===== src/hw/css_pkg.sv =====
// config startup sequencer: shared constants, types and behaviour notes
// Notes on behaviour
// - done raised in selected phase, default four
// - done-pin wait: pin high, then one edge
// - done-pin wait delays done past its phase
// - io three-state hold released in selected phase
// - global write enable asserted in selected phase
// - block ram blocked until write enable phase
// - live reconfig suppresses global hold and set/reset
// - security levels gate readback and reconfiguration
// - frame checksum mismatch flags init and error
// - jtag disable blocks boundary scan after done
// - adc jtag access: enabled, disabled, status-only
// - config port select top, bottom, auto
// - adc safe mode during reconfiguration if enabled
// - startup clock source selectable: config, user, jtag
package css_pkg;
  localparam int ADDR_W = 8;
  localparam int DATA_W = 32;
  localparam logic [7:0] OFS_CTRL = 8'h00;
  localparam logic [7:0] OFS_PHASE = 8'h04;
  localparam logic [7:0] OFS_STATUS = 8'h08;
  localparam logic [2:0] PH_DONE = 3'h0;
  localparam logic [2:0] PH_KEEP = 3'h7;
  localparam int NUM_CLK = 3;

  typedef enum logic [1:0] {
    SEC_NONE = 2'b00, SEC_LEVEL1 = 2'b01, SEC_LEVEL2 = 2'b10
  } css_sec_e;
  typedef enum logic [1:0] {
    ADC_ENABLE = 2'b00, ADC_DISABLE = 2'b01, ADC_STATUS = 2'b10
  } css_adc_e;
  typedef enum logic [1:0] {
    PORT_AUTO = 2'b00, PORT_TOP = 2'b01, PORT_BOTTOM = 2'b10
  } css_port_e;
  typedef enum logic [1:0] {
    CLK_CFG = 2'b00, CLK_USER = 2'b01, CLK_JTAG = 2'b10
  } css_clk_e;
  typedef enum logic [1:0] {
    ST_LOAD = 2'b00, ST_RUN = 2'b01, ST_DONE = 2'b10
  } css_state_e;

  typedef struct packed {
    css_clk_e sequencer_clock_select;
    logic adc_safe_mode_option;
    css_port_e config_port_select;
    css_adc_e adc_jtag_access_mode;
    css_sec_e security;
    logic jtag_disable;
    logic frame_checksum_option;
    logic live_reconfig_option;
    logic done_pin_wait_option;
  } css_ctrl_s;

  typedef struct packed {
    logic [2:0] global_write_enable_phase;
    logic [2:0] io_tristate_release_phase;
    logic [2:0] done_phase;
  } css_phase_s;

  typedef struct packed {
    logic frame_error;
    logic write_enabled;
    logic io_released;
    logic done;
    logic [2:0] phase;
    css_state_e state;
  } css_status_s;

  typedef struct packed {
    logic valid;
    logic is_checksum;
    logic [DATA_W-1:0] data;
  } css_word_s;

  localparam css_ctrl_s CTRL_RESET = '{
    sequencer_clock_select: CLK_CFG, adc_safe_mode_option: 1'b0,
    config_port_select: PORT_AUTO, adc_jtag_access_mode: ADC_ENABLE,
    security: SEC_NONE, jtag_disable: 1'b0, frame_checksum_option: 1'b0,
    live_reconfig_option: 1'b0, done_pin_wait_option: 1'b1};
  localparam css_phase_s PHASE_RESET = '{
    global_write_enable_phase: 3'h6, io_tristate_release_phase: 3'h5,
    done_phase: 3'h4};
endpackage


===== src/hw/css_pin_sync.sv =====
// two-stage pin synchroniser with rising-edge pulse
`timescale 1ns/1ns
module css_pin_sync #(
  parameter int W = 1
) (
  input wire logic clock,
  input wire logic nrst,
  input wire logic [W-1:0] pin,
  output logic [W-1:0] level,
  output logic [W-1:0] rise
);
  logic [W-1:0] meta;
  logic [W-1:0] last;

  always_ff @(posedge clock or negedge nrst) begin
    if (!nrst) begin
      meta <= '0;
      level <= '0;
      last <= '0;
    end else begin
      meta <= pin;
      level <= meta;
      last <= level;
    end
  end

  // edge taken from the settled stages only
  assign rise = level & ~last;
endmodule // css_pin_sync


===== src/hw/css_frame_check.sv =====
// per-frame checksum checker for the incoming configuration stream
`timescale 1ns/1ns
module css_frame_check (
  input wire logic clock,
  input wire logic nrst,
  input wire css_pkg::css_word_s word,
  input wire logic check_en,
  input wire logic clear,
  output logic load,
  output logic error
);
  import css_pkg::*;
  logic [DATA_W-1:0] acc;
  logic mismatch;

  assign mismatch = word.valid && word.is_checksum && check_en &&
                    (word.data != acc);

  always_ff @(posedge clock or negedge nrst) begin
    if (!nrst) begin
      acc <= '0;
    end else if (clear || (word.valid && word.is_checksum)) begin
      acc <= '0;
    end else if (word.valid) begin
      acc <= acc ^ word.data;
    end
  end

  // set wins over clear; while an error stands nothing more is loaded
  always_ff @(posedge clock or negedge nrst) begin
    if (!nrst) begin
      error <= 1'b0;
      load <= 1'b0;
    end else begin
      error <= mismatch || (error && !clear);
      load <= word.valid && !word.is_checksum && !error && !mismatch;
    end
  end
endmodule // css_frame_check


===== src/hw/css_sequencer.sv =====
// config startup sequencer: phase counter, release events, options
`timescale 1ns/1ns
module css_sequencer (
  input wire logic clock,
  input wire logic nrst,
  input wire logic [css_pkg::ADDR_W-1:0] reg_addr,
  input wire logic [css_pkg::DATA_W-1:0] reg_wdata,
  input wire logic reg_write,
  input wire logic reg_read,
  output logic [css_pkg::DATA_W-1:0] reg_rdata,
  input wire logic load_complete,
  input wire logic reconfig_req,
  input wire logic readback_req,
  input wire css_pkg::css_word_s frame_word,
  output logic frame_load,
  input wire logic [css_pkg::NUM_CLK-1:0] startup_clk_pins,
  input wire logic done_pin_i,
  output logic done_pin_o,
  output logic done_pin_oe,
  output logic init_pin_o,
  output logic init_pin_oe,
  output logic partial_config_error_out,
  output logic done_out,
  output logic io_tristate_hold,
  output logic global_write_enable,
  output logic bram_enable,
  output logic global_interconnect_hold,
  output logic global_set_reset,
  output logic readback_grant,
  output logic reconfig_grant,
  output logic user_boundary_scan_block_enable,
  output logic adc_jtag_enable,
  output logic adc_jtag_status_only,
  output logic config_port_top,
  output logic config_port_bottom,
  output logic adc_safe_mode
);
  import css_pkg::*;

  css_ctrl_s ctrl;
  css_phase_s phase_cfg;
  css_status_s status;
  css_state_e state;
  css_state_e next_state;
  logic [2:0] run_phase;
  logic [2:0] next_phase;
  logic [NUM_CLK-1:0] clk_level;
  logic [NUM_CLK-1:0] clk_rise;
  logic [1:0] done_level;
  logic done_pin_s;
  logic step;
  logic done_req;
  logic pipe_seen;
  logic enter_done;
  logic reconfigured;
  logic go_load;
  logic frame_error;

  // phase code 1..6 hits once the counter reaches it
  function automatic logic phase_hit(input logic [2:0] code,
                                     input logic [2:0] ph);
    phase_hit = (code != PH_DONE) && (code != PH_KEEP) && (ph >= code);
  endfunction

  // release on a phase edge, or on done entry for done-coded events
  function automatic logic release_now(input logic [2:0] code,
                                       input logic st,
                                       input logic [2:0] ph,
                                       input logic ent);
    release_now = (st && phase_hit(code, ph)) ||
                  (ent && code == PH_DONE);
  endfunction

  css_pin_sync #(.W(NUM_CLK)) u_clk_sync (
    .clock(clock),
    .nrst(nrst),
    .pin(startup_clk_pins),
    .level(clk_level),
    .rise(clk_rise)
  );

  css_pin_sync #(.W(1)) u_done_sync (
    .clock(clock),
    .nrst(nrst),
    .pin(done_pin_i),
    .level(done_level[0]),
    .rise(done_level[1])
  );
  assign done_pin_s = done_level[0];

  css_frame_check u_frame (
    .clock(clock),
    .nrst(nrst),
    .word(frame_word),
    .check_en(ctrl.frame_checksum_option),
    .clear(load_complete),
    .load(frame_load),
    .error(frame_error)
  );

  // startup edge from the selected source; an unused code stalls
  always_comb begin
    case (ctrl.sequencer_clock_select)
      CLK_CFG: step = clk_rise[0];
      CLK_USER: step = clk_rise[1];
      CLK_JTAG: step = clk_rise[2];
      default: step = 1'b0;
    endcase
  end

  assign next_phase = (run_phase == 3'h7) ? run_phase : run_phase + 3'h1;
  assign go_load = reconfig_req && ctrl.security != SEC_LEVEL2 &&
                   ctrl.security != 2'b11 && state == ST_DONE;

  always_comb begin
    next_state = state;
    enter_done = 1'b0;
    case (state)
      ST_LOAD: begin
        if (load_complete && !frame_error) begin
          next_state = ST_RUN;
        end
      end
      ST_RUN: begin
        if (step) begin
          if (ctrl.done_pin_wait_option) begin
            enter_done = pipe_seen;
          end else begin
            enter_done = phase_hit(phase_cfg.done_phase, next_phase);
          end
        end
        if (enter_done) begin
          next_state = ST_DONE;
        end
      end
      ST_DONE: begin
        if (go_load) begin
          next_state = ST_LOAD;
        end
      end
      default: next_state = ST_LOAD;
    endcase
  end

  always_ff @(posedge clock or negedge nrst) begin
    if (!nrst) begin
      state <= ST_LOAD;
    end else begin
      state <= next_state;
    end
  end

  always_ff @(posedge clock or negedge nrst) begin
    if (!nrst) begin
      run_phase <= 3'h0;
    end else if (state != ST_RUN) begin
      run_phase <= 3'h0;
    end else if (step) begin
      run_phase <= next_phase;
    end
  end

  // pin released at the done phase, state waits for it and one more edge
  always_ff @(posedge clock or negedge nrst) begin
    if (!nrst) begin
      done_req <= 1'b0;
      pipe_seen <= 1'b0;
    end else if (state != ST_RUN) begin
      done_req <= 1'b0;
      pipe_seen <= 1'b0;
    end else begin
      if (step && phase_hit(phase_cfg.done_phase, next_phase)) begin
        done_req <= 1'b1;
      end
      if (done_req && done_pin_s) begin
        pipe_seen <= 1'b1;
      end
    end
  end

  // other parties may hold the pin low; external source keeps clocking
  always_ff @(posedge clock or negedge nrst) begin
    if (!nrst) begin
      done_out <= 1'b0;
      done_pin_oe <= 1'b1;
      done_pin_o <= 1'b0;
    end else begin
      done_out <= (next_state == ST_DONE);
      done_pin_oe <= !(done_req || next_state == ST_DONE);
      done_pin_o <= 1'b0;
    end
  end

  // release events; a full reload re-holds unless reconfig is live
  always_ff @(posedge clock or negedge nrst) begin
    if (!nrst) begin
      io_tristate_hold <= 1'b1;
    end else if (go_load && !ctrl.live_reconfig_option) begin
      io_tristate_hold <= 1'b1;
    end else if (release_now(phase_cfg.io_tristate_release_phase,
                             state == ST_RUN && step, next_phase,
                             enter_done)) begin
      io_tristate_hold <= 1'b0;
    end
  end

  always_ff @(posedge clock or negedge nrst) begin
    if (!nrst) begin
      global_write_enable <= 1'b0;
      bram_enable <= 1'b0;
    end else if (go_load && !ctrl.live_reconfig_option) begin
      global_write_enable <= 1'b0;
      bram_enable <= 1'b0;
    end else if (release_now(phase_cfg.global_write_enable_phase,
                             state == ST_RUN && step, next_phase,
                             enter_done)) begin
      global_write_enable <= 1'b1;
      bram_enable <= 1'b1;
    end
  end

  // holds during loading keep state still; live reconfig must not touch it
  always_ff @(posedge clock or negedge nrst) begin
    if (!nrst) begin
      global_set_reset <= 1'b1;
      global_interconnect_hold <= 1'b1;
    end else begin
      global_set_reset <= (next_state == ST_LOAD) &&
                          !ctrl.live_reconfig_option;
      global_interconnect_hold <= (next_state == ST_LOAD ||
                                   io_tristate_hold) &&
                                  !ctrl.live_reconfig_option;
    end
  end

  always_ff @(posedge clock or negedge nrst) begin
    if (!nrst) begin
      reconfigured <= 1'b0;
    end else if (go_load) begin
      reconfigured <= 1'b1;
    end else if (state == ST_RUN) begin
      reconfigured <= 1'b0;
    end
  end

  always_ff @(posedge clock or negedge nrst) begin
    if (!nrst) begin
      readback_grant <= 1'b0;
      reconfig_grant <= 1'b0;
    end else begin
      readback_grant <= readback_req && ctrl.security == SEC_NONE;
      reconfig_grant <= go_load;
    end
  end

  // init pin is open drain: low while a checksum error stands
  always_ff @(posedge clock or negedge nrst) begin
    if (!nrst) begin
      init_pin_o <= 1'b0;
      init_pin_oe <= 1'b0;
      partial_config_error_out <= 1'b0;
    end else begin
      init_pin_o <= 1'b0;
      init_pin_oe <= frame_error;
      partial_config_error_out <= frame_error;
    end
  end

  always_ff @(posedge clock or negedge nrst) begin
    if (!nrst) begin
      user_boundary_scan_block_enable <= 1'b1;
      adc_jtag_enable <= 1'b1;
      adc_jtag_status_only <= 1'b0;
      config_port_top <= 1'b1;
      config_port_bottom <= 1'b0;
      adc_safe_mode <= 1'b0;
    end else begin
      user_boundary_scan_block_enable <= !(ctrl.jtag_disable && state == ST_DONE);
      adc_jtag_enable <= ctrl.adc_jtag_access_mode == ADC_ENABLE ||
                         ctrl.adc_jtag_access_mode == ADC_STATUS;
      adc_jtag_status_only <= ctrl.adc_jtag_access_mode == ADC_STATUS;
      // auto resolves to top; bottom only when asked for
      config_port_bottom <= ctrl.config_port_select == PORT_BOTTOM;
      config_port_top <= ctrl.config_port_select != PORT_BOTTOM;
      adc_safe_mode <= reconfigured && ctrl.adc_safe_mode_option &&
                       state != ST_DONE;
    end
  end

  always_ff @(posedge clock or negedge nrst) begin
    if (!nrst) begin
      ctrl <= CTRL_RESET;
      phase_cfg <= PHASE_RESET;
    end else if (reg_write) begin
      if (reg_addr == OFS_CTRL) begin
        ctrl <= css_ctrl_s'(reg_wdata[$bits(css_ctrl_s)-1:0]);
      end
      if (reg_addr == OFS_PHASE) begin
        phase_cfg <= css_phase_s'(reg_wdata[$bits(css_phase_s)-1:0]);
      end
    end
  end

  assign status = '{frame_error: frame_error,
                    write_enabled: global_write_enable,
                    io_released: !io_tristate_hold, done: done_out,
                    phase: run_phase, state: state};

  // read data stand one cycle only; unmapped reads return zero
  always_ff @(posedge clock or negedge nrst) begin
    if (!nrst) begin
      reg_rdata <= '0;
    end else if (reg_read) begin
      case (reg_addr)
        OFS_CTRL: reg_rdata <= DATA_W'(ctrl);
        OFS_PHASE: reg_rdata <= DATA_W'(phase_cfg);
        OFS_STATUS: reg_rdata <= DATA_W'(status);
        default: reg_rdata <= '0;
      endcase
    end else begin
      reg_rdata <= '0;
    end
  end
endmodule // css_sequencer


===== config.mk =====
export PLATFORM = sky130hd
export DESIGN_NAME = css_sequencer
export DESIGN_NICKNAME = d
export VERILOG_FILES = /design/src/hw/css_pkg.sv /design/src/hw/css_pin_sync.sv /design/src/hw/css_frame_check.sv /design/src/hw/css_sequencer.sv
export SDC_FILE = /design/constraint.sdc
export NUM_CORES = 1
export LEC_CHECK = 0
export BUFFER_PORTS_ARGS = -buffer_cell sky130_fd_sc_hd__buf_2
export CAP_MARGIN = 10
export CORE_MARGIN = 3
export CORE_UTILIZATION = 42
export CTS_CLUSTER_DIAMETER = 50
export CTS_CLUSTER_SIZE = 30
export DETAILED_ROUTE_END_ITERATION = 10
export GPL_TIMING_DRIVEN = 0
export PLACE_DENSITY = 0.69
export SLEW_MARGIN = 20
export SYNTH_ARGS = -nofsm -noshare
export SYNTH_HDL_FRONTEND = slang
export SYNTH_SLANG_ARGS = --single-unit

===== constraint.sdc =====
create_clock -name clock -period 2.2 [get_ports clock]
set_input_delay 0.22 -clock clock [delete_from_list [all_inputs] [get_ports clock]]
set_output_delay 0.22 -clock clock [all_outputs]
set_load 0.05 [all_outputs]

# After elaboration in Yosys (flattened, before gate mapping)
# Cells that the tools add are included.
[totals] register_bits=122 input_bits=85 out_inout_bits=52 elab_cells=159
[op_classes] add_sub_neg=1 order_cmp=3 n_eq_ne=19 mux=26 bitwise_logic=3 reduce_logical=66
[op_table] op="two-way mux 32 bit" n=3
[op_table] op="one-hot mux 13 bit (3 select lines)" n=1
[op_table] op="inequality test 32 bit" n=1
[op_table] op="XOR 32 bit" n=1
[op_table] op="logical AND 1 bit" n=31
[op_table] op="two-way mux 1 bit" n=14
[op_table] op="nonzero test 2 bit" n=7
[op_table] op="== test 2 bit, second input constant" n=5
[op_table] op="zero test 2 bit" n=5
[op_table] op="greater-or-equal comparator 3 bit" n=3
[op_table] op="two-way mux 3 bit" n=3
[op_table] op="inequality test 3 bit, second input constant" n=3
[op_table] op="nonzero test 3 bit" n=3
[op_table] op="== test 8 x 3 -> 1 bit, second input constant" n=1
[op_table] op="== test 8 x 4 -> 1 bit, second input constant" n=1
[op_table] op="zero test 1 bit" n=8
[op_table] op="zero test 8 bit" n=1
[op_table] op="inequality test 2 bit, second input constant" n=4
[op_table] op="logical OR 1 bit" n=7
[op_table] op="zero test 3 bit" n=2
[op_table] op="two-way mux 2 bit" n=3
[op_table] op="one-hot mux 2 bit (3 select lines)" n=1
[op_table] op="== test 2 x 1 -> 1 bit, second input constant" n=2
[op_table] op="AND reduction 2 bit" n=2
[op_table] op="6 further kinds" n=6

# Logic depth before layout (Yosys ltp)
# Gate-level depths: netlist (run 1).
[depth] depth_word=12 depth_mapped=9 ltp_nobuf=9

# Cells and area by module
# From an unflattened synthesis (run 1), not the netlist that was laid out.
[hier_totals] cells_unflattened=455 hier_area_um2=4927.2
[modules_own_cells] module="css_sequencer" n_inst=1 cells_per_inst=255 area_each_um2=2792.7 seq_area_each_um2=1467.7
[modules_own_cells] module="css_frame_check" n_inst=1 cells_per_inst=184 area_each_um2=1779.2 seq_area_each_um2=850.8
[modules_own_cells] module="css_pin_sync (u_clk_sync)" n_inst=1 cells_per_inst=12 area_each_um2=266.5 seq_area_each_um2=225.2
[modules_own_cells] module="css_pin_sync (u_done_sync)" n_inst=1 cells_per_inst=4 area_each_um2=88.8 seq_area_each_um2=75.1

# Worst setup path before layout (run 1)
# Ideal clock, no wire load.
[synth_path] path_kind="register -> register" startpoint="reg run_phase[0]" endpoint="reg bram_enable" setup_time_ns=0.119 arrival_time_ns=2.167 required_ns=2.081 slack_ns=-0.086 path_stages_with_launch=10 path_buffers=0 period_less_slack_ns=2.286 cell_sequence="dfrtp_1 > ha_1 > nand2_1 > mux2_2 > ha_1 > o21a_1 > o211ai_1 > o31a_1 > a211oi_1 > o21a_1"
[synth_between] elab_chain_cells=11 word_cells_on_any_way=15 classes_between="add/sub (1); order compare (2); eq/ne (1); mux (5); reduce/logical (6)"
[synth_rtl] element="start, declared" line="css_sequencer.sv:45" source="logic [2:0] run_phase;"
[synth_rtl] element="start signal, assigned" line="css_sequencer.sv:159" source="run_phase <= next_phase;"
[synth_rtl] element="adder 3 x 1 -> 3 bit or == test 3 bit (tied branches)" line="css_sequencer.sv:111" source="assign next_phase = (run_phase == 3'h7) ? run_phase : run_phase + 3'h1;"
[synth_rtl] element="two-way mux 3 bit *" line="css_sequencer.sv:111"
[synth_rtl] element="greater-or-equal comparator 3 bit" line="css_sequencer.sv:62" source="phase_hit = (code != PH_DONE) && (code != PH_KEEP) && (ph >= code);"
[synth_rtl] element="logical AND 1 bit" line="css_sequencer.sv:62"
[synth_rtl] element="two-way mux 1 bit" line="css_sequencer.sv:126" source="if (ctrl.done_pin_wait_option) begin"
[synth_rtl] element="two-way mux 1 bit" line="css_sequencer.sv:125" source="if (step) begin"
[synth_rtl] element="two-way mux 1 bit (2 in a row)" line="css_sequencer.sv:118" source="case (state)"
[synth_rtl] element="logical AND 1 bit" line="css_sequencer.sv:71" source="(ent && code == PH_DONE);"
[synth_rtl] element="logical OR 1 bit *" line="css_sequencer.sv:70" source="release_now = (st && phase_hit(code, ph)) ||"
[synth_rtl] element="nonzero test 2 bit (no line) *"
[synth_rtl] element="end signal, assigned" line="css_sequencer.sv:210" source="bram_enable <= 1'b0;"
[synth_rtl] element="end signal, assigned" line="css_sequencer.sv:213" source="bram_enable <= 1'b0;"
[synth_rtl] element="end signal, assigned" line="css_sequencer.sv:218" source="bram_enable <= 1'b1;"
[synth_rtl] element="end, declared" line="css_sequencer.sv:26" source="output logic bram_enable,"
# Every way passes the cells marked *; elsewhere a longest branch is shown, timed or not. The select of a mux whose other input is x is not followed.
# A chain may end at the register's enable or synchronous reset.

# Final worst setup path (run 1)
[layout_path] startpoint="reg run_phase[1]" endpoint="reg bram_enable"
# Same word-level chain as after synthesis.

==> reports/metrics.yaml, run 1 <==
setup_ws_ns: -0.08404
drive_above_1_share_pct: 29.65
grtUsageMet2_pct: 29.45
grt_max_degree: 61
synth-seq-area-share_pct: 52.56
power_mw: 5.068
drt_first_pass_iters: 6
synth_commonest_cells: "dfrtp_1, o21ai_0, nor2_1"
use_met1_pct: 25.06
endpoint_kind: "flip-flop"
synth.top_cell.area_share_pct: 45.64
dieArea_sq_um: 13090
ios: 137
seq_power_share_pct: 43.7
vias_per_cell: 5.010
hold_ws_ns: 0.08560
outcome: "complete, but fails checks"
synth_edf_count: 0
root_buffer: "clkbuf_16"
synth_flop_cell: "dfrtp_1"
ant_nets: 0
cp.arrival_ns: 2.53
syn-cell-area_sq_um: 4935
start_kind: "flip-flop"
cts_buffer_depth: 2
cts_tree: "done"
place_congestion: 0.8962
setup_viol: 6
routedWlPerCell_microns: 15.10
power.leakage_nw: 3.148
synthCells: 489
utilization_pct: 54.94
use_met3_pct: 3.753
fmax_mhz: 437.8
synth_seq_cells: 103
syn_avg_cell_area_sq_um: 10.09
grt_pass1_wl_mm: 19.02
fin_crit_sh_pct: 103.8
initial_core_util_pct: 44.17
violations: "setup timing"
cts_sinks: 103
crit_required_ns: 2.44
min_path_type: "in2reg"
synth_top_area_cell: "dfrtp_1"
power.clock.fraction_pct: 30.5
grt_pass1_vias: 3852
swShare_pct: 32.09
r2r_slack_ns: -0.08
fin_nets: 721
n_antenna_cell: 0
worstSetupPathType: "reg2reg"
ir_drop_v: 0.0004778
hpwl_mm: 8.681
maxCapViolCount: 0
rows: 38
routed-via-count: 3878
rsz0062_at_grt: "yes"
synthDistinctLibCells: 48
synthArstFlopShare_pct: 100.0
die_w_microns: 114.4
min_period_ns: 2.284
relSlewSlack_pct: 50.39
drc_errors: 0
numCtsBuffers: 9
synthTopCellsByArea: "dfrtp_1, o21ai_0, dfstp_2"
tightestPinTransition_ns: 0.7441
area_delta_synth_final_pct: 24.39
track_usage_pct: 18.57
powerDensity_nw_per_um2: 825.7
crit_fanout: 5
htree_levels: 3
p_switching_mw: 1.627
comb_power_share_pct: 25.8
drt_iter0_markers: 272
wirelength_mm: 11.69
yosysMostFrequentCell: "dfrtp_1"
die_h_microns: 114.4
fp.coreArea_sq_um: 11170
antenna_found_initial: 0
fin_skew_ns: 0.007061
drv_slew: 0
portBuffers: 96
hold_viol: 0
busiest_layer: "met2"
power.internal_mw: 3.442
worstSkewPairLatency_ns: 0.35
yosysWarnings: 0
clkTransAtPathRegs_ns: 0.07
grt-ovfl-total: 0
sequential cells by signal, indices dropped and copies added (netlist names), 2 cells and up:
signal	flops
ctrl	13
u_frame.acc	32
u_clk_sync.level	3
state	2
u_clk_sync.last	3
u_clk_sync.meta	3
reg_rdata	13
phase_cfg	9
run_phase	3
critical path: stages (launching register included):
cell,delay [ns]
dfrtp_1,0.42
ha_4,0.20
nand2_4,0.08
mux2_4,0.32
ha_4,0.21
o21a_1,0.17
o211ai_1,0.22
o31a_1,0.29
a211oi_2,0.11
o21a_1,0.17
area by class of cell:
| type | instances | area (sq um) |
|---|---|---|
| fill | 975 | 5035 |
| sequential | 103 | 2594 |
| multi-input combinational | 353 | 2161 |
| timing repair buffer | 109 | 616.8 |
| clock buffer | 14 | 274.0 |
| buffer | 40 | 252.7 |
| tap | 140 | 175.2 |
| inverter | 13 | 48.80 |
| clock inverter | 2 | 16.27 |
logic make-up (layout without fill, tap and decap cells):
kind of cell | Yosys count | after routing | share of synthesized area, %
buffers and inverters | 53 | 178 | 6.110
multiplexers | 27 | 27 | 6.668
flip-flops | 103 | 103 | 52.56
other | 1 | 21 | 0.07599
adder cells (fa/ha/maj) | 7 | 7 | 1.775
AO/OA/AOI/OAI | 107 | 107 | 11.71
AND/OR/NAND/NOR | 158 | 158 | 15.24
XOR/XNOR | 33 | 33 | 5.857
worst paths after layout:
path	from	end	depth (start not counted)
max	run_phase[1]	bram_enable	9
min	frame_word[32]	u_frame.load	2
max reg2reg	run_phase[1]	bram_enable	9
min reg2reg	u_clk_sync.meta[0]	u_clk_sync.level[0]	0
max in group asynchronous	nrst	phase_cfg[5]	3
min in group asynchronous	nrst	u_frame.acc[0]	2
power by group through the flow:
stage / Clock (mW) / Combinational (mW) / Sequential, mW
final: 1.54 / 1.31 / 2.21
after global routing: 1.66 / 1.43 / 2.23
after CTS: 1.58 / 1.32 / 2.21
after detailed placement: 0 / 1.15 / 2.24
after global placement: 0 / 1.12 / 2.24
after floorplan: 0 / 0.647 / 2.39
layer usage:
metal / up-vias / share of wire, %
li1: 1894 / -
met1: 1845 / 44
met2: 114 / 49
met3: 25 / 5.2
met4: 0 / 2.3
met5: - / 0
cell usage in the layout (no fill, tap or decap), types with 2 or more instances in the layout:
master and count:
a31oi_1 2, buf_4 32, dlygate4sd3_1 5, nand2b_1 7, dfstp_2 13, a21oi_1 15, nand3_1 6, o21ai_0 74
inv_1 13, o21ai_1 2, or2_2 2, mux2_2 6, dfrtp_1 90, nand4_1 2, nor4_1 8, a211oi_2 2
ha_4 2, nor3b_1 5, o21a_1 2, mux2_4 11, mux2i_1 10, buf_6 2, and2_1 5, clkbuf_8 3
nor3_1 2, nor2b_1 3, clkbuf_1 14, xor2_1 33, nand2_1 43, buf_2 96, o211ai_1 3, ha_1 5
clkbuf_16 9, conb_1 21, nor2_1 64
metrics by stage:
stage / instance area, sq um / worst slack [ns] / std cells / TNS (ns)
floorplan: 5019 / 0.01535 / 509 / 0
global placement: 5674 / -0.2225 / 745 / -16.51
detailed placement: 5708 / -0.2083 / 746 / -0.9817
CTS: 6133 / -0.09274 / 774 / -0.3428
global route: 6138 / -0.1645 / 774 / -0.6766
finish: 6138 / -0.08404 / 774 / -0.3170
what timing repair did:
item	CTS	global route
resized for setup	6	1
pin swaps	7	8
buffers inserted	7	3
hold endpoints to repair	44	0
hold buffers	5	0
setup endpoints to repair	6	7
No activity file was read; power rests on OpenSTA's default activity.
==> run 2: changes to the inputs <==
--- a/config.mk
+++ b/config.mk
@@ -12,7 +12,7 @@
 export CTS_CLUSTER_DIAMETER = 50
 export CTS_CLUSTER_SIZE = 30
 export DETAILED_ROUTE_END_ITERATION = 10
-export GPL_TIMING_DRIVEN = 0
+export GPL_TIMING_DRIVEN = 1
 export PLACE_DENSITY = 0.69
 export SLEW_MARGIN = 20
 export SYNTH_ARGS = -nofsm -noshare
==> run 2 against run 1 <==
  * The run still ends with setup timing left
  * Global-route usage down 1.0 points
  * Utilization down 1.8 points
  * Combinational power down 3%
  * Critical path depth unchanged
  * Total power down 0.97%
  * First-iteration DRC count down 16%
  * Routed wire length down 2.8%
  * Final area down 3.4%
  * Flip-flop and latch count unchanged
  * Sequential share of layout area up 1.5 points
  * Cell count down 3.9%
  * Critical path type unchanged
==> reports/metrics.yaml, run 2 (synthesis gave the netlist of run 1 again) <==
power.internal_mw: 3.373  # -2.0%
cts_sinks: 103  # unchanged
crit_required_ns: 2.44  # about the same
clkTransAtPathRegs_ns: 0.07  # about the same
p_switching_mw: 1.646  # +1.2%
layout_commonest_cell: "buf_2"
hold_viol: 0  # unchanged
tightestPinTransition_ns: 0.7834  # +0.03930 ns
crit_fanout: 5  # unchanged
drc_errors: 0  # unchanged
antenna_found_initial: 0  # unchanged
drt_first_pass_iters: 4  # -2
portBuffers: 96  # unchanged
die_w_microns: 114.4  # unchanged
fin_skew_ns: 0.005328  # -0.001733 ns
fin_nets: 691  # -4.2%
min_path_type: "in2reg"
initial_core_util_pct: 44.17  # unchanged
r2r_slack_ns: -0.05  # +0.03 ns
start_kind: "flip-flop"
power.clock.fraction_pct: 30.6  # about the same
area_delta_synth_final_pct: 20.21
min_period_ns: 2.254  # -0.03051 ns
top_regs: "u_frame.acc: 32 flops, ctrl: 13 flops, reg_rdata: 13 flops"
grt_pass1_vias: 3704  # -3.8%
drv_slew: 0  # unchanged
fmax_mhz: 443.7  # +1.4%
swShare_pct: 32.79  # +0.70 points
largest_reg_flops: 32  # unchanged
setup_viol: 4  # -2
routedWlPerCell_microns: 15.27  # +1.1%
worstSetupPathType: "reg2reg"
relSlewSlack_pct: 47.67  # -2.7 points
endpoint_kind: "flip-flop"
pre_cts_slack_ns: -0.06904  # +0.1392 ns
hpwl_mm: 8.222  # -5.3%
ios: 137  # unchanged
drive_above_1_share_pct: 28.64  # -1.0 points
wirelength_mm: 11.36  # -2.8%
rsz0062_at_grt: "yes"
violations: "setup timing"
setup_ws_ns: -0.05353  # +0.03051 ns
fp.coreArea_sq_um: 11170  # unchanged
drt_iter0_markers: 229  # -16%
die_h_microns: 114.4  # unchanged
ir_drop_v: 0.0004703  # -1.6%
powerDensity_nw_per_um2: 846.1  # +2.5%
htree_levels: 3  # unchanged
maxCapViolCount: 0  # unchanged
regMostFlops: "u_frame.acc"
ant_nets: 0  # unchanged
cp.arrival_ns: 2.49  # -0.04 ns
power.leakage_nw: 3.027  # -3.8%
power_mw: 5.019  # -0.97%
cts_buffer_depth: 2  # unchanged
fin_crit_sh_pct: 102.4  # -1.4 points
comb_power_share_pct: 25.4  # -0.4 points
numCtsBuffers: 9  # unchanged
cts_tree: "done"
grt_pass1_wl_mm: 18.30  # -3.8%
root_buffer: "clkbuf_16"
place_congestion: 0.8539  # -4.7%
track_usage_pct: 17.57  # -1.0 points
grt-ovfl-total: 0  # unchanged
routed-via-count: 3755  # -3.2%
utilization_pct: 53.09  # -1.8 points
grt_max_degree: 42  # -31%
dieArea_sq_um: 13090  # unchanged
worstSkewPairLatency_ns: 0.35  # about the same
vias_per_cell: 5.047  # +0.73%
seq_power_share_pct: 44.0  # +0.3 points
rows: 38  # unchanged
final_cell_mix: "buf_2, dfrtp_1, o21ai_0, nor2_1, nand2_1"
outcome: "complete, but fails checks"
n_antenna_cell: 0  # unchanged
==> run 2: cell count changes in the layout (fill, tap and decap cells not counted), sizes merged <==
cell      previous run  this run
inv                 13        17
clkbuf              26        10
buf                132       114
clkinvlp             1         0
clkinv               1         2
==> run 2: metal layers <==
metal,track usage (%),wire length [microns],vias up
met3,2.590,505,15
met5,0,0,-
li1,-,-,1833
met4,6.730,186,0
met1,23.89,5052,1813
met2,28.44,5618,94
==> run 2: metrics by stage <==
step | area, sq um | cells | TNS (ns) | hold slack, ns
after detailed placement | 5524 | 716 | -0.09297 | 0.2207
after global placement | 5524 | 716 | -0.02684 | 0.2190
after global routing | 5932 | 744 | -0.6198 | 0.08481
after CTS | 5909 | 741 | -0.02591 | 0.07768
final | 5932 | 744 | -0.1227 | 0.08913
after floorplan | 5019 | 509 | 0 | -0.07559
==> run 2: area by class of cell <==
cell class              instances  area, sq um
fillers                      1017         5241
multi-input cells             353         2146
inverters                      13        48.80
well taps                     140        175.2
flip-flops and latches        103         2594
clock inverters                 6        48.80
repair buffers                119        680.7
clock buffers                  10        239.0
==> run 2: worst max-delay path, cell delays in order, from the launching register on <==
cell and delay [ns]:
dfrtp_1 0.40, ha_2 0.20, nand2_2 0.08, mux2_4 0.32, ha_4 0.21, o21a_1 0.17, o211ai_1 0.24, o31a_1 0.26
a211oi_2 0.09, o21a_1 0.17
==> run 2: worst paths after layout <==
path,startpoint,cells after the start,end
setup / recovery,run_phase[1],9,bram_enable
hold / removal,frame_word[32],2,u_frame.load
setup reg to reg,run_phase[1],9,bram_enable
hold reg to reg,u_done_sync.meta,0,u_done_sync.level
max in group asynchronous,nrst,3,phase_cfg[5]
min in group asynchronous,nrst,2,u_frame.acc[29]
==> run 2: repair_timing <==
item / in CTS / in global routing
gates resized for setup: 2 / 0
endpoints found under the hold margin: 35 / 0
setup endpoints to repair: 4 / 6
hold buffers: 5 / 0
pin swaps: 6 / 4
gates cloned: 0 / 0
buffers inserted: 4 / 3
==> run 2: power by group through the flow <==
stage	combinational (mW)	clock, mW	sequential [mW]
after global placement	1.14	0	2.23
after floorplan	0.647	0	2.39
after global routing	1.40	1.64	2.23
after detailed placement	1.16	0	2.24
after CTS	1.22	1.57	2.20
final	1.27	1.54	2.21
==> run 3: changes to the inputs <==
--- a/config.mk
+++ b/config.mk
@@ -12,8 +12,9 @@
 export CTS_CLUSTER_DIAMETER = 50
 export CTS_CLUSTER_SIZE = 30
 export DETAILED_ROUTE_END_ITERATION = 10
-export GPL_TIMING_DRIVEN = 1
+export MAX_ROUTING_LAYER = met4
 export PLACE_DENSITY = 0.69
+export SETUP_SLACK_MARGIN = 0.4
 export SLEW_MARGIN = 20
 export SYNTH_ARGS = -nofsm -noshare
 export SYNTH_HDL_FRONTEND = slang
==> run 3 against run 2 <==
  * The run still ends with setup timing left
  * Die area unchanged
  * Register-to-register slack got worse by 0.03 ns
  * Clock power rose by 14%
  * Clock-buffer cell count did not move
  * Global-route usage grew 0.61 points
  * Critical path depth is the same
  * Fmax is 1.1% lower
  * Via count grew 1.5%
  * Clock skew shrank 0.00067 ns
  * Utilization is 0.15 points higher
  * Cell count down 0.67%
  * Critical endpoint unchanged
  * Largest power group unchanged
==> reports/metrics.yaml, run 3 (synthesis gave the netlist of run 1 again) <==
crit_fanout: 5  # unchanged
tightestPinTransition_ns: 0.7071  # -0.07631 ns
largest_reg_flops: 32  # unchanged
setup_ws_ns: -0.07946  # -0.02593 ns
place_congestion: 0.8917  # +4.4%
cts_buffer_depth: 2  # unchanged
fin_skew_ns: 0.004662  # -0.0006658 ns
drive_above_1_share_pct: 28.38  # -0.26 points
area_delta_synth_final_pct: 20.54
ios: 137  # unchanged
htree_levels: 3  # unchanged
rows: 38  # unchanged
root_buffer: "clkbuf_16"
path_cells: "ha_2, nand2_2, mux2_4, ha_4, o21a_1, o211ai_1, o31a_1, a211oi_2, o21a_1"
slowest_stage: "dfrtp_1"
setup_viol: 2  # -2
initial_core_util_pct: 44.17  # unchanged
ir_drop_v: 0.0006063  # +29%
drt_first_pass_iters: 4  # unchanged
p_switching_mw: 1.632  # -0.84%
critPathTopFamily: "compound AO/OA/AOI/OAI gates"
ant_nets: 0  # unchanged
hold_ws_ns: 0.09440  # +0.005273 ns
grt_max_degree: 45  # +7.1%
start_kind: "flip-flop"
die_w_microns: 114.4  # unchanged
swShare_pct: 31.37  # -1.4 points
drt_iter0_markers: 181  # -21%
grt_pass1_vias: 3684  # -0.54%
endpoint_kind: "flip-flop"
numCtsBuffers: 9  # unchanged
rsz0062_at_grt: "yes"
multiInputGateArea_sq_um: 2156  # +0.47%
wirelength_mm: 11.25  # -0.97%
stdcell_count: 739  # -0.67%
cts_sinks: 103  # unchanged
outcome: "complete, but fails checks"
n_antenna_cell: 0  # unchanged
routedWlPerCell_microns: 15.23  # -0.30%
cp_common_cell: "o21a_1"
fin_nets: 686  # -0.72%
seq_area_sq_um: 2594  # unchanged
maxCapViolCount: 0  # unchanged
track_usage_pct: 18.18  # +0.61 points
portBuffers: 96  # unchanged
powerDensity_nw_per_um2: 874.8  # +3.4%
hold_viol: 0  # unchanged
seq_power_share_pct: 42.4  # -1.6 points
grt-ovfl-total: 0  # unchanged
worstSetupPathType: "reg2reg"
antenna_found_initial: 0  # unchanged
relSlewSlack_pct: 52.86  # +5.2 points
max_stage_delay_ns: 0.40  # about the same
grt_pass1_wl_mm: 18.17  # -0.68%
fin_crit_sh_pct: 103.6  # +1.2 points
cp.arrival_ns: 2.52  # +0.03 ns
drv_slew: 0  # unchanged
hpwl_mm: 8.147  # -0.91%
violations: "setup timing"
regMostFlops: "u_frame.acc"
power.internal_mw: 3.571  # +5.9%
clkTransAtPathRegs_ns: 0.07  # about the same
top_regs: "u_frame.acc: 32 flops, ctrl: 13 flops, reg_rdata: 13 flops"
min_path_type: "in2reg"
min_period_ns: 2.279  # +0.02593 ns
power.leakage_nw: 3.019  # -0.29%
crit_required_ns: 2.44  # about the same
die_h_microns: 114.4  # unchanged
drc_errors: 0  # unchanged
power.clock.fraction_pct: 33.5  # +2.9 points
cp_num_buf_inv: 0  # unchanged
dieArea_sq_um: 13090  # unchanged
placedCellCount: 715  # -0.14%
final_cell_mix: "buf_2, dfrtp_1, o21ai_0, nor2_1, nand2_1"
layout_commonest_cell: "buf_2"
comb_power_share_pct: 24.1  # -1.3 points
cts_tree: "done"
r2r_slack_ns: -0.08  # -0.03 ns
routed-via-count: 3810  # +1.5%
fmax_mhz: 438.7  # -1.1%
fill_cells: 970  # -4.6%
vias_per_cell: 5.156  # +2.2%
fp.coreArea_sq_um: 11170  # unchanged
worstSkewPairLatency_ns: 0.35  # about the same
-- run 3: cell types whose count changed in the layout (fill, tap and decap cells not counted), sizes merged --
cell | before | now
inv | 17 | 14
buf | 114 | 109
bufinv | 0 | 2
clkinv | 2 | 1
clkinvlp | 0 | 2
-- run 3: timing repair --
| action | 4_1_cts | 5_1_grt |
|---|---|---|
| endpoints found under the hold margin | 41 | 0 |
| endpoints found under the setup margin | 7 | 7 |
| hold buffers | 5 | 0 |
| buffers inserted | 2 | 1 |
| gates cloned | 0 | 0 |
| gates resized for setup | 2 | 1 |
| pin swaps | 7 | 4 |
-- run 3: cell type report --
type | count | share of cell area, %
timing repair buffer | 114 | 10.81
inverter | 13 | 0.8204
clock inverter | 6 | 1.557
sequential | 103 | 43.61
clock buffer | 10 | 4.018
tap | 140 | 2.945
multi-input combinational | 353 | 36.24
-- run 3: path summary, 6_finish.rpt --
check	startpoint	to	depth (start not counted)
worst max-delay path	run_phase[0]	bram_enable	9
worst min-delay path	reg_wdata[4]	phase_cfg[4]	3
worst max register to register	run_phase[0]	bram_enable	9
worst min register to register	u_clk_sync.meta[1]	u_clk_sync.level[1]	0
max in group asynchronous	nrst	config_port_top	3
min in group asynchronous	nrst	u_frame.acc[29]	2
-- run 3: worst min-delay path: stages --
cell	delay, ns
buf_2	0.08
nand2_1	0.04
o21ai_0	0.06
-- run 3: power groups by stage --
stage | Clock (mW) | Sequential (mW) | Combinational, mW
floorplan | 0 | 2.39 | 0.662
global placement | 0 | 2.23 | 1.16
detailed placement | 0 | 2.24 | 1.20
CTS | 1.78 | 2.20 | 1.23
global route | 1.84 | 2.22 | 1.38
finish | 1.75 | 2.21 | 1.25
-- run 3: stage by stage --
step	util [%]	cell area [sq um]	power, mW	TNS (ns)	setup WS (ns)
after global routing	53.24	5948	5.444	-0.4785	-0.1444
after detailed placement	49.48	5529	3.432	-0.06194	-0.03737
after global placement	49.48	5529	3.390	0	0.0008660
final	53.24	5948	5.203	-0.1109	-0.07946
after floorplan	-	5031	3.056	0	0.05564
after CTS	53.12	5936	5.218	-0.1408	-0.05644
-- run 3: layer usage --
layer | vias to the layer above | routed length, microns | track usage, %
met5 | - | 0 | -
met4 | 0 | 172 | 7.205
met3 | 11 | 672 | 3.277
met2 | 110 | 5304 | 27.55
met1 | 1864 | 5105 | 24.35
li1 | 1825 | - | -
